--- config.mk ---
export PLATFORM = sky130hd
export DESIGN_NAME = smart_card_serial_mode
export DESIGN_NICKNAME = d
export VERILOG_FILES = /design/src/core/baud_tick_gen.v /design/src/core/smart_card_serial_mode.v
export VERILOG_INCLUDE_DIRS = /design/src /design/src/core
export SDC_FILE = /design/constraint.sdc
export NUM_CORES = 1
export LEC_CHECK = 0
export ABC_AREA = 1
export BUFFER_PORTS_ARGS = -buffer_cell sky130_fd_sc_hd__buf_2
export CAP_MARGIN = 10
export CELL_PAD_IN_SITES_DETAIL_PLACEMENT = 1
export CELL_PAD_IN_SITES_GLOBAL_PLACEMENT = 2
export CORE_MARGIN = 1.5
export CORE_UTILIZATION = 29
export CTS_CLUSTER_SIZE = 40
export DETAILED_ROUTE_END_ITERATION = 16
export GPL_TIMING_DRIVEN = 0
export PLACE_DENSITY_LB_ADDON = 0.1
export SYNTH_ARGS = -nofsm -noshare
export SYNTH_HDL_FRONTEND = slang
export SYNTH_HIERARCHICAL = 1
export SYNTH_SLANG_ARGS = --single-unit
--- constraint.sdc ---
create_clock -name core_clk -period 1.9 [get_ports core_clk]
set_input_delay 0.57 -clock core_clk [delete_from_list [all_inputs] [get_ports core_clk]]
set_output_delay 0.57 -clock core_clk [all_outputs]
set_load 0.01 [all_outputs]
--- src/core/smart_card_regs.vh ---
// register map, fields, reset values and timing counts of the card port
`ifndef SMART_CARD_REGS_VH
`define SMART_CARD_REGS_VH

// register indexes; byte address is four times the index
`define SC_IDX_MODE       20'hfffb0
`define SC_IDX_DIV        20'hfffb1
`define SC_IDX_CTRL       20'hfffb2
`define SC_IDX_TXH        20'hfffb3
`define SC_IDX_STAT       20'hfffb4
`define SC_IDX_RXH        20'hfffb5
`define SC_IDX_CMS        20'hfffb6

// reset values
`define SC_RST_MODE       8'h00
`define SC_RST_DIV        8'hff
`define SC_RST_CTRL       8'h00
`define SC_RST_TXH        8'hff
`define SC_RST_RXH        8'h00
`define SC_RST_CMS        8'hf2
`define SC_RST_ORDER      1'b0
`define SC_RST_INV        1'b0
`define SC_RST_EN         1'b0

// serial_mode_control fields
`define SC_M_ALT          7
`define SC_M_ODD          4
`define SC_M_CLKSEL_HI    1
`define SC_M_CLKSEL_LO    0

// serial_control fields
`define SC_C_TXEN         5
`define SC_C_RXEN         4
`define SC_C_CLKHI        1
`define SC_C_CLKLO        0

// serial_status_flags fields
`define SC_S_TXEMPTY      7
`define SC_S_RXFULL       6
`define SC_S_OVERRUN      5
`define SC_S_ERRSIG       4
`define SC_S_PARERR       3
`define SC_S_TXEND        2

// card_mode_select fields; other bits read as one
`define SC_K_ORDER        3
`define SC_K_INV          2
`define SC_K_EN           0
`define SC_K_FIXED        8'hf2

// prescaler top values for the four clock selections
`define SC_PRE_TOP0       6'h00
`define SC_PRE_TOP1       6'h03
`define SC_PRE_TOP2       6'h0f
`define SC_PRE_TOP3       6'h3f

// baud ticks per half etu; card clock toggles once per tick
`define SC_TICKS_HALF_ETU 9'd372

// frame points in half etu from the start bit leading edge
`define SC_H_START_CHK    5'd1
`define SC_H_DATA_LAST    5'd17
`define SC_H_PARITY       5'd18
`define SC_H_RX_PAR       5'd19
`define SC_H_RELEASE      5'd20
`define SC_H_ERR_ON       5'd21
`define SC_H_ERR_SAMP     5'd22
`define SC_H_END_ALT      5'd22
`define SC_H_ERR_OFF      5'd23
`define SC_H_END_NORM     5'd25
`define SC_H_RETRY        5'd27

`endif

--- src/core/baud_tick_gen.v ---
// baud rate generator: prescaler plus divisor, one pulse per tick
`timescale 1ns/10ps
`include "smart_card_regs.vh"
module baud_tick_gen #(
  parameter DIV_W = 8
) (
  // clock and reset
  input  wire             core_clk,
  input  wire             rst,
  // control
  input  wire             run,
  input  wire [1:0]       clkSel,
  input  wire [DIV_W-1:0] divisor,
  // tick out
  output reg              tick
);

  reg  [5:0]       pre_reg;
  reg  [DIV_W-1:0] cnt_reg;
  reg  [5:0]       preTop;
  wire             preHit;

  always @* begin
    case (clkSel)
      2'd0:    preTop = `SC_PRE_TOP0;
      2'd1:    preTop = `SC_PRE_TOP1;
      2'd2:    preTop = `SC_PRE_TOP2;
      default: preTop = `SC_PRE_TOP3;
    endcase
  end

  assign preHit = (pre_reg >= preTop);

  always @(posedge core_clk) begin
    if (rst || !run) begin
      pre_reg <= 6'h00;
      cnt_reg <= {DIV_W{1'b0}};
      tick    <= 1'b0;
    end else begin
      tick <= 1'b0;
      if (preHit) begin
        pre_reg <= 6'h00;
        if (cnt_reg >= divisor) begin
          cnt_reg <= {DIV_W{1'b0}};
          tick    <= 1'b1;
        end else begin
          cnt_reg <= cnt_reg + {{(DIV_W-1){1'b0}}, 1'b1};
        end
      end else begin
        pre_reg <= pre_reg + 6'h01;
      end
    end
  end

endmodule // baud_tick_gen

--- src/core/smart_card_serial_mode.v ---
// smart card serial channel with apb registers and open-drain data line
`timescale 1ns/10ps
`include "smart_card_regs.vh"
module smart_card_serial_mode (
  // clock and reset
  input  wire        core_clk,
  input  wire        rst,
  // apb slave
  input  wire [21:0] paddr,
  input  wire        psel,
  input  wire        penable,
  input  wire        pwrite,
  input  wire [31:0] pwdata,
  output reg  [31:0] prdata,
  output reg         pready,
  output reg         pslverr,
  // shared open-drain data line
  input  wire        dataIn,
  output reg         dataOut,
  output reg         dataOe,
  // card clock pin
  output reg         cardClkOut,
  output reg         cardClkOe
);

  localparam TX_IDLE = 1'b0;
  localparam TX_RUN  = 1'b1;
  localparam RX_IDLE = 1'b0;
  localparam RX_RUN  = 1'b1;

  reg  [7:0]  serialModeCtl_reg;
  reg  [7:0]  bitRateDiv_reg;
  reg  [7:0]  serialCtl_reg;
  reg  [7:0]  txHolding_reg;
  reg  [7:0]  rxHolding_reg;
  reg         bitOrder_reg;
  reg         dataInv_reg;
  reg         cardEn_reg;
  reg         txEmpty_reg;
  reg         rxFull_reg;
  reg         overrun_reg;
  reg         errSig_reg;
  reg         parErr_reg;
  reg         txEnd_reg;
  reg         lineMeta_reg;
  reg         lineSync_reg;
  reg         linePrev_reg;
  reg         clkTgl_reg;
  reg         txState_reg;
  reg  [8:0]  txTicks_reg;
  reg  [4:0]  txHalf_reg;
  reg  [7:0]  txChar_reg;
  reg         txPar_reg;
  reg         txErr_reg;
  reg         txLow_reg;
  reg         txLoad_reg;
  reg         txEndSet_reg;
  reg         errSet_reg;
  reg         rxState_reg;
  reg  [8:0]  rxTicks_reg;
  reg  [4:0]  rxHalf_reg;
  reg  [7:0]  rxChar_reg;
  reg         rxBad_reg;
  reg         rxLow_reg;
  reg         rxDone_reg;
  reg         rxPerr_reg;
  reg         rxOvr_reg;
  reg  [7:0]  readData;
  wire        tick;
  wire        access;
  wire [19:0] regIdx;
  wire        hit;
  wire        wrEn;
  wire        wrStat;
  wire        modeOn;
  wire        txOn;
  wire        rxOn;
  wire        altMode;
  wire        oddSel;
  wire        txStep;
  wire        rxStep;
  wire [4:0]  txHalfNext;
  wire [4:0]  rxHalfNext;
  wire [3:0]  txHb;
  wire [3:0]  rxHb;
  wire [2:0]  txBitIdx;
  wire [2:0]  rxBitIdx;
  wire        rxParBad;

  // map between register byte and line order; reversing and inverting
  // commute, so one function serves both directions
  function [7:0] lineBits;
    input [7:0] d;
    input       msbFirst;
    input       inv;
    reg   [7:0] v;
    integer     k;
    begin
      v = inv ? ~d : d;
      lineBits = v;
      if (msbFirst) begin
        for (k = 0; k < 8; k = k + 1) begin
          lineBits[k] = v[7-k];
        end
      end
    end
  endfunction

  assign modeOn  = cardEn_reg;
  assign txOn    = modeOn & serialCtl_reg[`SC_C_TXEN];
  // no card clocked mode exists: only async frames are built
  // both enables may run together; own frame loops back
  assign rxOn    = modeOn & serialCtl_reg[`SC_C_RXEN];
  assign altMode = serialModeCtl_reg[`SC_M_ALT];
  assign oddSel  = serialModeCtl_reg[`SC_M_ODD];

  baud_tick_gen #(
    .DIV_W (8)
  ) u_tick (
    .core_clk (core_clk),
    .rst      (rst),
    .run      (modeOn),
    .clkSel   (serialModeCtl_reg[`SC_M_CLKSEL_HI:`SC_M_CLKSEL_LO]),
    .divisor  (bitRateDiv_reg),
    .tick     (tick)
  );

  // apb: one wait state, answer registered
  assign access = psel & penable;
  assign regIdx = paddr[21:2];
  assign hit    = (regIdx >= `SC_IDX_MODE) && (regIdx <= `SC_IDX_CMS);
  assign wrEn   = access & pready & pwrite & hit;
  assign wrStat = wrEn && (regIdx == `SC_IDX_STAT);

  always @* begin
    case (regIdx)
      `SC_IDX_MODE: readData = serialModeCtl_reg;
      `SC_IDX_DIV:  readData = bitRateDiv_reg;
      `SC_IDX_CTRL: readData = serialCtl_reg;
      `SC_IDX_TXH:  readData = txHolding_reg;
      `SC_IDX_STAT: readData = {txEmpty_reg, rxFull_reg, overrun_reg,
                                errSig_reg, parErr_reg, txEnd_reg, 2'b00};
      `SC_IDX_RXH:  readData = rxHolding_reg;
      `SC_IDX_CMS:  readData = `SC_K_FIXED |
                               {4'h0, bitOrder_reg, dataInv_reg, 1'b0,
                                cardEn_reg};
      default:      readData = 8'h00;
    endcase
  end

  always @(posedge core_clk) begin
    if (rst) begin
      pready  <= 1'b0;
      prdata  <= 32'h00000000;
      pslverr <= 1'b0;
    end else begin
      pready  <= access & ~pready;
      pslverr <= access & ~pready & ~hit;
      if (access & ~pready) begin
        prdata <= {24'h000000, readData};
      end
    end
  end

  always @(posedge core_clk) begin
    if (rst) begin
      serialModeCtl_reg <= `SC_RST_MODE;
      bitRateDiv_reg    <= `SC_RST_DIV;
      serialCtl_reg     <= `SC_RST_CTRL;
      txHolding_reg     <= `SC_RST_TXH;
      bitOrder_reg      <= `SC_RST_ORDER;
      dataInv_reg       <= `SC_RST_INV;
      cardEn_reg        <= `SC_RST_EN;
    end else if (wrEn) begin
      case (regIdx)
        `SC_IDX_MODE: serialModeCtl_reg <= pwdata[7:0];
        `SC_IDX_DIV:  bitRateDiv_reg    <= pwdata[7:0];
        `SC_IDX_CTRL: serialCtl_reg     <= pwdata[7:0];
        `SC_IDX_TXH:  txHolding_reg     <= pwdata[7:0];
        `SC_IDX_CMS: begin
          bitOrder_reg <= pwdata[`SC_K_ORDER];
          dataInv_reg  <= pwdata[`SC_K_INV];
          cardEn_reg   <= pwdata[`SC_K_EN];
        end
        default: ;
      endcase
    end
  end

  // status flags: hardware set wins over a software clear
  always @(posedge core_clk) begin
    if (rst) begin
      txEmpty_reg <= 1'b1;
      rxFull_reg  <= 1'b0;
      overrun_reg <= 1'b0;
      errSig_reg  <= 1'b0;
      parErr_reg  <= 1'b0;
      txEnd_reg   <= 1'b1;
    end else begin
      txEmpty_reg <= txLoad_reg |
                     (txEmpty_reg & ~(wrStat & ~pwdata[`SC_S_TXEMPTY]));
      rxFull_reg  <= rxDone_reg |
                     (rxFull_reg & ~(wrStat & ~pwdata[`SC_S_RXFULL]));
      overrun_reg <= rxOvr_reg |
                     (overrun_reg & ~(wrStat & ~pwdata[`SC_S_OVERRUN]));
      errSig_reg  <= errSet_reg |
                     (errSig_reg & ~(wrStat & ~pwdata[`SC_S_ERRSIG]));
      parErr_reg  <= rxPerr_reg |
                     (parErr_reg & ~(wrStat & ~pwdata[`SC_S_PARERR]));
      txEnd_reg   <= txEndSet_reg |
                     (~serialCtl_reg[`SC_C_TXEN] & ~errSig_reg) |
                     (txEnd_reg & ~(wrStat & ~pwdata[`SC_S_TXEMPTY]));
    end
  end

  // line input crosses in through two flip-flops
  always @(posedge core_clk) begin
    if (rst) begin
      lineMeta_reg <= 1'b1;
      lineSync_reg <= 1'b1;
      linePrev_reg <= 1'b1;
    end else begin
      lineMeta_reg <= dataIn;
      lineSync_reg <= lineMeta_reg;
      linePrev_reg <= lineSync_reg;
    end
  end

  assign txStep     = tick && (txTicks_reg == `SC_TICKS_HALF_ETU - 9'd1);
  assign txHalfNext = txHalf_reg + 5'd1;
  assign txHb       = txHalfNext[4:1];
  assign txBitIdx   = txHb[2:0] - 3'd1;

  // transmitter: start at half 0, data bit i at 2+2i, parity at 18
  always @(posedge core_clk) begin
    if (rst || !txOn) begin
      txState_reg  <= TX_IDLE;
      txTicks_reg  <= 9'd0;
      txHalf_reg   <= 5'd0;
      txChar_reg   <= 8'h00;
      txPar_reg    <= 1'b0;
      txErr_reg    <= 1'b0;
      txLow_reg    <= 1'b0;
      txLoad_reg   <= 1'b0;
      txEndSet_reg <= 1'b0;
      errSet_reg   <= 1'b0;
    end else begin
      txLoad_reg   <= 1'b0;
      txEndSet_reg <= 1'b0;
      errSet_reg   <= 1'b0;
      case (txState_reg)
        TX_IDLE: begin
          if (!txEmpty_reg) begin
            txState_reg <= TX_RUN;
            txTicks_reg <= 9'd0;
            txHalf_reg  <= 5'd0;
            txChar_reg  <= lineBits(txHolding_reg, bitOrder_reg,
                                    dataInv_reg);
            // parity counts line levels, so the invert is already in
            txPar_reg   <= ^lineBits(txHolding_reg, bitOrder_reg,
                                     dataInv_reg) ^ oddSel;
            txErr_reg   <= 1'b0;
            txLow_reg   <= 1'b1;
            txLoad_reg  <= 1'b1;
          end
        end
        TX_RUN: begin
          if (tick) begin
            txTicks_reg <= txStep ? 9'd0 : txTicks_reg + 9'd1;
          end
          if (txStep) begin
            txHalf_reg <= txHalfNext;
            if (!txHalfNext[0] && txHalfNext <= `SC_H_DATA_LAST) begin
              txLow_reg <= ~txChar_reg[txBitIdx];
            end
            if (txHalfNext == `SC_H_PARITY) begin
              txLow_reg <= ~txPar_reg;
            end
            if (txHalfNext == `SC_H_RELEASE) begin
              txLow_reg <= 1'b0;
            end
            if (txHalfNext == `SC_H_ERR_SAMP) begin
              txErr_reg  <= ~lineSync_reg;
              errSet_reg <= ~lineSync_reg;
            end
            if (altMode && txHalfNext == `SC_H_END_ALT) begin
              txEndSet_reg <= lineSync_reg & txEmpty_reg;
            end
            if (!altMode && txHalfNext == `SC_H_END_NORM) begin
              txEndSet_reg <= ~txErr_reg & txEmpty_reg;
            end
            // next start no sooner than 2 etu past the parity end
            if (txHalfNext == `SC_H_END_NORM && !txErr_reg) begin
              txState_reg <= TX_IDLE;
            end
            if (txHalfNext == `SC_H_RETRY) begin
              txHalf_reg <= 5'd0;
              txErr_reg  <= 1'b0;
              txLow_reg  <= 1'b1;
            end
          end
        end
        default: txState_reg <= TX_IDLE;
      endcase
    end
  end

  assign rxStep     = tick && (rxTicks_reg == `SC_TICKS_HALF_ETU - 9'd1);
  assign rxHalfNext = rxHalf_reg + 5'd1;
  assign rxHb       = rxHalfNext[4:1];
  assign rxBitIdx   = rxHb[2:0] - 3'd1;
  assign rxParBad   = (^rxChar_reg ^ lineSync_reg) != oddSel;

  // receiver samples at odd half points, mid of each etu
  always @(posedge core_clk) begin
    if (rst || !rxOn) begin
      rxState_reg   <= RX_IDLE;
      rxTicks_reg   <= 9'd0;
      rxHalf_reg    <= 5'd0;
      rxChar_reg    <= 8'h00;
      rxBad_reg     <= 1'b0;
      rxLow_reg     <= 1'b0;
      rxDone_reg    <= 1'b0;
      rxPerr_reg    <= 1'b0;
      rxOvr_reg     <= 1'b0;
      rxHolding_reg <= `SC_RST_RXH;
    end else begin
      rxDone_reg <= 1'b0;
      rxPerr_reg <= 1'b0;
      rxOvr_reg  <= 1'b0;
      case (rxState_reg)
        RX_IDLE: begin
          if (linePrev_reg && !lineSync_reg) begin
            rxState_reg <= RX_RUN;
            rxTicks_reg <= 9'd0;
            rxHalf_reg  <= 5'd0;
            rxBad_reg   <= 1'b0;
          end
        end
        RX_RUN: begin
          if (tick) begin
            rxTicks_reg <= rxStep ? 9'd0 : rxTicks_reg + 9'd1;
          end
          if (rxStep) begin
            rxHalf_reg <= rxHalfNext;
            // a start shorter than half an etu is a glitch
            if (rxHalfNext == `SC_H_START_CHK && lineSync_reg) begin
              rxState_reg <= RX_IDLE;
            end
            if (rxHalfNext[0] && rxHalfNext > `SC_H_START_CHK &&
                rxHalfNext <= `SC_H_DATA_LAST) begin
              rxChar_reg[rxBitIdx] <= lineSync_reg;
            end
            if (rxHalfNext == `SC_H_RX_PAR) begin
              rxBad_reg <= rxParBad;
              if (rxParBad) begin
                rxPerr_reg <= 1'b1;
              end else if (rxFull_reg) begin
                rxOvr_reg <= 1'b1;
              end else begin
                rxHolding_reg <= lineBits(rxChar_reg, bitOrder_reg,
                                          dataInv_reg);
                rxDone_reg    <= 1'b1;
              end
            end
            if (rxHalfNext == `SC_H_ERR_ON && rxBad_reg) begin
              rxLow_reg <= 1'b1;
            end
            if (rxHalfNext == `SC_H_ERR_OFF) begin
              rxLow_reg   <= 1'b0;
              rxState_reg <= RX_IDLE;
            end
          end
        end
        default: rxState_reg <= RX_IDLE;
      endcase
    end
  end

  // pins; the data line is only ever pulled low, never driven high
  always @(posedge core_clk) begin
    if (rst) begin
      dataOut    <= 1'b0;
      dataOe     <= 1'b0;
      clkTgl_reg <= 1'b0;
      cardClkOut <= 1'b0;
      cardClkOe  <= 1'b0;
    end else begin
      dataOut <= 1'b0;
      dataOe  <= txLow_reg | rxLow_reg;
      if (tick) begin
        clkTgl_reg <= ~clkTgl_reg;
      end
      if (!modeOn) begin
        cardClkOe  <= 1'b0;
        cardClkOut <= 1'b0;
      end else if (serialCtl_reg[`SC_C_CLKLO]) begin
        cardClkOe  <= 1'b1;
        cardClkOut <= clkTgl_reg;
      end else if (altMode && serialCtl_reg[`SC_C_CLKHI]) begin
        cardClkOe  <= 1'b1;
        cardClkOut <= 1'b0;
      end else if (altMode) begin
        cardClkOe  <= 1'b1;
        cardClkOut <= 1'b1;
      end else begin
        // upper enable alone without alternate timing acts as port
        cardClkOe  <= 1'b0;
        cardClkOut <= 1'b0;
      end
    end
  end

endmodule // smart_card_serial_mode

# Yosys cells after proc, flatten, opt, wreduce, memory -nomap -nowiden
# Cells that the tools add are included.
dict set report op_classes {
  add_sub_neg 8
  multipliers 0
  n_div 0
  n_lt_le_gt_ge 10
  eq_ne 30
  n_shift 0
  muxes 68
  bitwise 64
  reduce_logical 53
}
# operator count
set ops {}
lappend ops {{$eq A20 B20 Y1 const B} 7}
lappend ops {{$mux W8} 8}
lappend ops {{$pmux W8 S7} 1}
lappend ops {{$mux W9} 6}
lappend ops {{$eq A5 B5 Y1 const B} 8}
lappend ops {{$pmux W9 S2} 2}
lappend ops {{$mux W1} 35}
lappend ops {{$not A1 Y1} 30}
lappend ops {{$mux W5} 5}
lappend ops {{$and A1 B1 Y1} 22}
lappend ops {{$ge A20 B20 Y1 const B} 1}
lappend ops {{$le A20 B20 Y1 const B} 1}
lappend ops {{$pmux W5 S2} 2}
lappend ops {{$reduce_and A2 Y1} 10}
lappend ops {{$add A9 B1 Y9 const B} 2}
lappend ops {{$eq A9 B9 Y1 const B} 2}
lappend ops {{$pmux W6 S3} 1}
lappend ops {{$not A8 Y8} 2}
lappend ops {{$reduce_xor A8 Y1} 2}
lappend ops {{$logic_and A1 B1 Y1} 15}
lappend ops {{$reduce_and A3 Y1} 5}
lappend ops {{$add A5 B1 Y5 const B} 2}
lappend ops {{$le A5 B5 Y1 const B} 2}
lappend ops {{$ne A2 B1 Y1 const B} 5}
lappend ops {{30 further kinds} 57}
dict set report word_totals {
  regBits 138
  latchBits 0
  ram_bits 0
  rom_bits 0
  output_inout_bits 38
  n_memories 0
}

# Logic depth before layout (Yosys ltp)
dict set report depth {
  ltp_word 11
  ltp_mapped 15
  mapped_depth_nobuf 15
}

# Hierarchy
# Netlist, hierarchy kept.
# mod n_inst cells_per_inst area_per_inst_um2 seq_area_each_um2
set by_module_without_submodules {}
lappend by_module_without_submodules {smart_card_serial_mode 1 1052 7059.3 2462.4}
lappend by_module_without_submodules {baud_tick_gen 1 159 1077.3 300.3}

# Worst setup path before layout
# OpenSTA, ideal clock, no wires.
dict set report synth_timing {
  kind {register -> register}
  startpoint {reg txHalf_reg[0]}
  endpoint {reg txLow_reg}
  setup_time_ns 0.113
  arrival_time_ns 1.936
  slack_ns -0.149
  path_stages_with_launch 15
  period_less_slack_ns 2.049
  cell_sequence {dfxtp_1 > inv_1 > ha_1 > inv_1 > ha_1 > a21oi_1 > o21ai_0 > o21ai_0 > inv_1 > nand2_1 > nand3b_1 > nand2_1 > nand2_1 > nor2_1 > nor2_1}
}
dict set report synth_via {
  elab_chain_cells 11
  word_cells_on_any_way 19
  cone_classes {add/sub: 2; order compare: 1; eq/ne: 4; mux: 8; bitwise: 1; reduce/logical: 3}
}
# element line_no
set synth_rtl {}
lappend synth_rtl {{start, declared} smart_card_serial_mode.v:51} ;# reg [4:0] txHalf_reg;
lappend synth_rtl {{start signal, assigned} smart_card_serial_mode.v:272} ;# txHalf_reg <= txHalfNext;
lappend synth_rtl {{$add A5 B1 Y5 *} smart_card_serial_mode.v:230} ;# assign txHalfNext = txHalf_reg + 5'd1;
lappend synth_rtl {{$sub A3 B1 Y3} smart_card_serial_mode.v:232} ;# assign txBitIdx = txHb[2:0] - 3'd1;
lappend synth_rtl {{$bmux W1 S3} smart_card_serial_mode.v:274} ;# txLow_reg <= ~txChar_reg[txBitIdx];
lappend synth_rtl {{$mux W1 (not written as such)} smart_card_serial_mode.v:274}
lappend synth_rtl {{$not A1 Y1} smart_card_serial_mode.v:274}
lappend synth_rtl {{$mux W1} smart_card_serial_mode.v:273} ;# if (!txHalfNext[0] && txHalfNext <= `SC_H_DATA_LAST) begin
lappend synth_rtl {{$mux W1} smart_card_serial_mode.v:276} ;# if (txHalfNext == `SC_H_PARITY) begin
lappend synth_rtl {{$mux W1} smart_card_serial_mode.v:279} ;# if (txHalfNext == `SC_H_RELEASE) begin
lappend synth_rtl {{$mux W1} smart_card_serial_mode.v:296} ;# if (txHalfNext == `SC_H_RETRY) begin
lappend synth_rtl {{$mux W1} smart_card_serial_mode.v:271} ;# if (txStep) begin
lappend synth_rtl {{$pmux W1 S2} smart_card_serial_mode.v:251} ;# case (txState_reg)
lappend synth_rtl {{end signal, assigned} smart_card_serial_mode.v:274}
lappend synth_rtl {{end signal, assigned} smart_card_serial_mode.v:277} ;# txLow_reg <= ~txPar_reg;
lappend synth_rtl {{end, declared} smart_card_serial_mode.v:55} ;# reg txLow_reg;
# Every way passes the cells marked *; elsewhere a longest branch is shown, timed or not. The select of a mux whose other input is x is not followed.
# A chain may end at the register's enable or synchronous reset.

# Worst setup path in the final report
dict set report layout_timing {
  startpoint {reg rxHalf_reg[0]}
  endpoint {reg rxChar_reg[2]}
}
dict set report layout_via {
  elab_chain_cells 7
  word_cells_on_any_way 13
  cone_classes {add/sub: 2; order compare: 4; mux: 3; reduce/logical: 4}
}
# element line_no
set layout_rtl {}
lappend layout_rtl {{start, declared} smart_card_serial_mode.v:61} ;# reg [4:0] rxHalf_reg;
lappend layout_rtl {{start signal, assigned} smart_card_serial_mode.v:345} ;# rxHalf_reg <= rxHalfNext;
lappend layout_rtl {{$add A5 B1 Y5 *} smart_card_serial_mode.v:309} ;# assign rxHalfNext = rxHalf_reg + 5'd1;
lappend layout_rtl {{$sub A3 B1 Y3} smart_card_serial_mode.v:311} ;# assign rxBitIdx = rxHb[2:0] - 3'd1;
lappend layout_rtl {{$lt A3 B4 Y1 (not written as such) or $ge A3 B1 Y1 (tied branches)} smart_card_serial_mode.v:352} ;# rxChar_reg[rxBitIdx] <= lineSync_reg;
lappend layout_rtl {{$logic_and A1 B1 Y1 (not written as such)} smart_card_serial_mode.v:352}
lappend layout_rtl {{$mux W1 (not written as such)} smart_card_serial_mode.v:352}
lappend layout_rtl {{$demux W1 S3} smart_card_serial_mode.v:352}
lappend layout_rtl {{$bwmux W8} smart_card_serial_mode.v:352}
lappend layout_rtl {{end signal, assigned by index} smart_card_serial_mode.v:352}
lappend layout_rtl {{end, declared} smart_card_serial_mode.v:62} ;# reg [7:0] rxChar_reg;
# Every way passes the cells marked *; elsewhere a longest branch is shown, timed or not.

==> key figures <==
Timing
  – FMAX: 0.529 GHz
  – Slew headroom: 0.457
  – Worst Max-Slew Pin Slew: 815 ps
  – RSZ-0062 raised after global routing: true
  – Worst clock skew: approximately 9.0 ps
  – Final worst-path cycle share: 0.995
  – Hold Fails Final Rpt: 0
  – Max Slew Vio Count: 0
  – Post-layout min period: between 1500 and 2000 ps
  – Final worst setup slack: 9.90 ps
  – Min Hold Slack: ~340 ps
  – Setup-violating endpoint count in the final report: 0

Clock network
  – Num CTS Buffers: 17
  – Worst-Skew Late Latency: 430 ps
  – Clk sink count: 138
  – Reg clk slew, reported paths: 60 ps
  – Clock root cell: clkbuf_16
  – H-tree depth: 4
  – CTS tree: done
  – CTS Buffer Depth: 2

Synth
  – Post-synthesis async set-or-reset flop share: 0
  – EDFF count, synth: 0
  – Mean Syn Cell Area: around 6.7 um^2
  – Library cells used by synthesis: 49
  – Syn Std Cell Area: between 8000 and 9000 um^2
  – Seq/Total Area, Yosys: 0.340
  – Yosys warning total: 6
  – Synth top area cells: dfxtp_1 (34%), nand2_1 (15%), nand3_1 (7.6%)
  – FF+latch count, synth: 138
  – Post-synthesis cell count: ~1200
  – Share of the synthesized area in the top cell type: 0.340
  – Predominant post-synthesis flop cell: dfxtp_1
  – Largest area contributor in the netlist: dfxtp_1

Setup path
  – CP Capture Type: register
  – Max FO, Critical Path: 8
  – WP data required: 2220 ps
  – Critical Path Start Type: register
  – Worst R2R Start: rxHalf_reg[0]
  – Critical path class: register to register
  – Critical Path AT: ~2200 ps
  – Crit path from: rxHalf_reg[0]

Place
  – GP Congestion: between 0.7 and 0.8
  – Post-DP HPWL: roughly 20000 um
  – # port buffers: between 40 and 50
  – Setup Slack @ Placement: -581 ps

GRT
  – Gr ovfl total: 0
  – Total track usage: 0.185
  – First-pass GRT wire length: 41700 um
  – Vias in the first global route: 7892
  – Largest net degree at the start of global routing: 17
  – Initial antenna violation count: 0

Layout
  – Share of cells above drive strength 1: 0.205
  – Layout net count: 1417
  – Area Growth Syn to Fin: 25.1%
  – Final Core Density: 0.367

Routing
  – Pre-antenna DRT Iters: 4
  – Vias per cell: 4.56
  – WL/cell: 14.9 um
  – Post-route ant nets: 0
  – Post-Route WL: 25600 um
  – Initial detailed-routing violation count: 320
  – DRC Markers: 0
  – Vias post-DR: 7854

Floorplanning
  – Initial Utilization: 0.294
  – Core ar.: roughly 28000 um^2
  – Die area: 29100 um^2
  – Rows: 61
  – Die width: 171 um
  – Die span in y: about 170 um
  – IO Pins: 98

Hold path
  – HP Start: dataIn
  – Hold crit path type: input pin to register

Power
  – Peak supply drop: between 0.0006 and 0.0007 V
  – P per Cell Area: 645 nW/um^2
  – P_leak: ~4.6 nW
  – Total power: 6.56 mW

Flow run
  – Max Cap Viol: 0

Outcome
  – Status: finished clean
## power breakdown
part / total (mW) / switching, mW / internal (mW) / leakage, nW
Sequential: 2.89 / 0.00280 / 2.89 / 1.12
Clock: 3.41 / 1.39 / 2.02 / 0.291
Combinational: 0.262 / 0.172 / 0.0893 / 3.16
## worst max-delay path: stages, from the launching register on
cell     delay [ps]
dfxtp_4         360
ha_4            180
xnor2_4         190
ha_2            210
nand2_2          60
nand3_4          80
nand2_2          60
nand2_2          80
nand3_4          90
nor2_4          240
nand3_2         100
nand2_2         100
nor2_1           40
## stage by stage
stage	instances	TNS [ps]	instance area, um^2
after floorplan	1235	0	8260
after global placement	1659	-30390	8960
after detailed placement	1659	-30760	8960
after CTS	1707	-280	9840
after global routing	1719	-1400	10200
final	1721	0	10200
## placed cells by master (no fill, tap or decap), types with 21 or more instances in the layout
cell	netlist	final
nand3_1	123	112
nand2_1	325	315
conb_1	1	25
buf_4	25	54
dfxtp_1	138	128
o21ai_0	49	45
nor2_1	122	110
a21oi_1	76	74
ha_1	29	21
inv_1	142	136
buf_2	6	52
## cell usage after synthesis, types with 5 or more instances
cell and number:
o21ai_0 49, buf_4 25, buf_2 6, nor2_2 7, xor2_1 17, nand3_1 123, ha_1 29, inv_1 142
a211oi_1 7, a21oi_1 76, o211ai_1 8, or2_2 5, nor2_4 9, nor2_1 122, nand2_2 9, nor3_1 12
clkbuf_1 11, nand4_1 14, o211ai_2 16, dfxtp_1 138, xnor2_1 9, nand2_1 325, inv_2 6
## routing by layer
| layer | wire (um) | vias to the layer above | part of all wire | track usage |
|---|---|---|---|---|
| met5 | 0 | - | 0 | 0 |
| li1 | - | 4103 | - | - |
| met3 | 557 | 23 | 0.022 | 0.0312 |
| met2 | 12300 | 76 | 0.48 | 0.319 |
| met4 | 316 | 0 | 0.012 | 0.0492 |
| met1 | 12400 | 3652 | 0.48 | 0.238 |
## cell families after synthesis
family / Yosys count / share of synthesized area
DFF: 138 / 0.340
other: 1 / 0.000461
adders and majority gates: 29 / 0.0446
and+or+nand+nor: 645 / 0.349
xor gates and xnor gates: 27 / 0.0300
AOI/OAI and AO/OA: 171 / 0.129
buffers and inverters: 200 / 0.107
## repair_timing
item,in CTS,in global routing
gates cloned,0,1
endpoints found under the setup margin,45,77
pin swaps,18,33
hold buffers,0,0
setup buffers,16,11
hold endpoints to repair,0,0
resized for setup,42,74
## final cells by class
type	instances	area [um^2]
clock buffer	20	457
timing repair buffer	74	444
buffer	49	327
antenna	2	5.00
tap	378	473
sequential	138	2790
clock inverter	12	139
multi-input combinational	897	4960
fill	3546	17500
inverter	151	582
## worst paths after layout
path | depth (start not counted) | slack (ps) | endpoint
hold reg to reg | 1 | 410 | lineSync_reg
setup / recovery | 12 | 10 | rxChar_reg[2]
hold / removal | 2 | 340 | lineMeta_reg
setup reg to reg | 12 | 10 | rxChar_reg[2]
(Power assumes the default switching activity.)
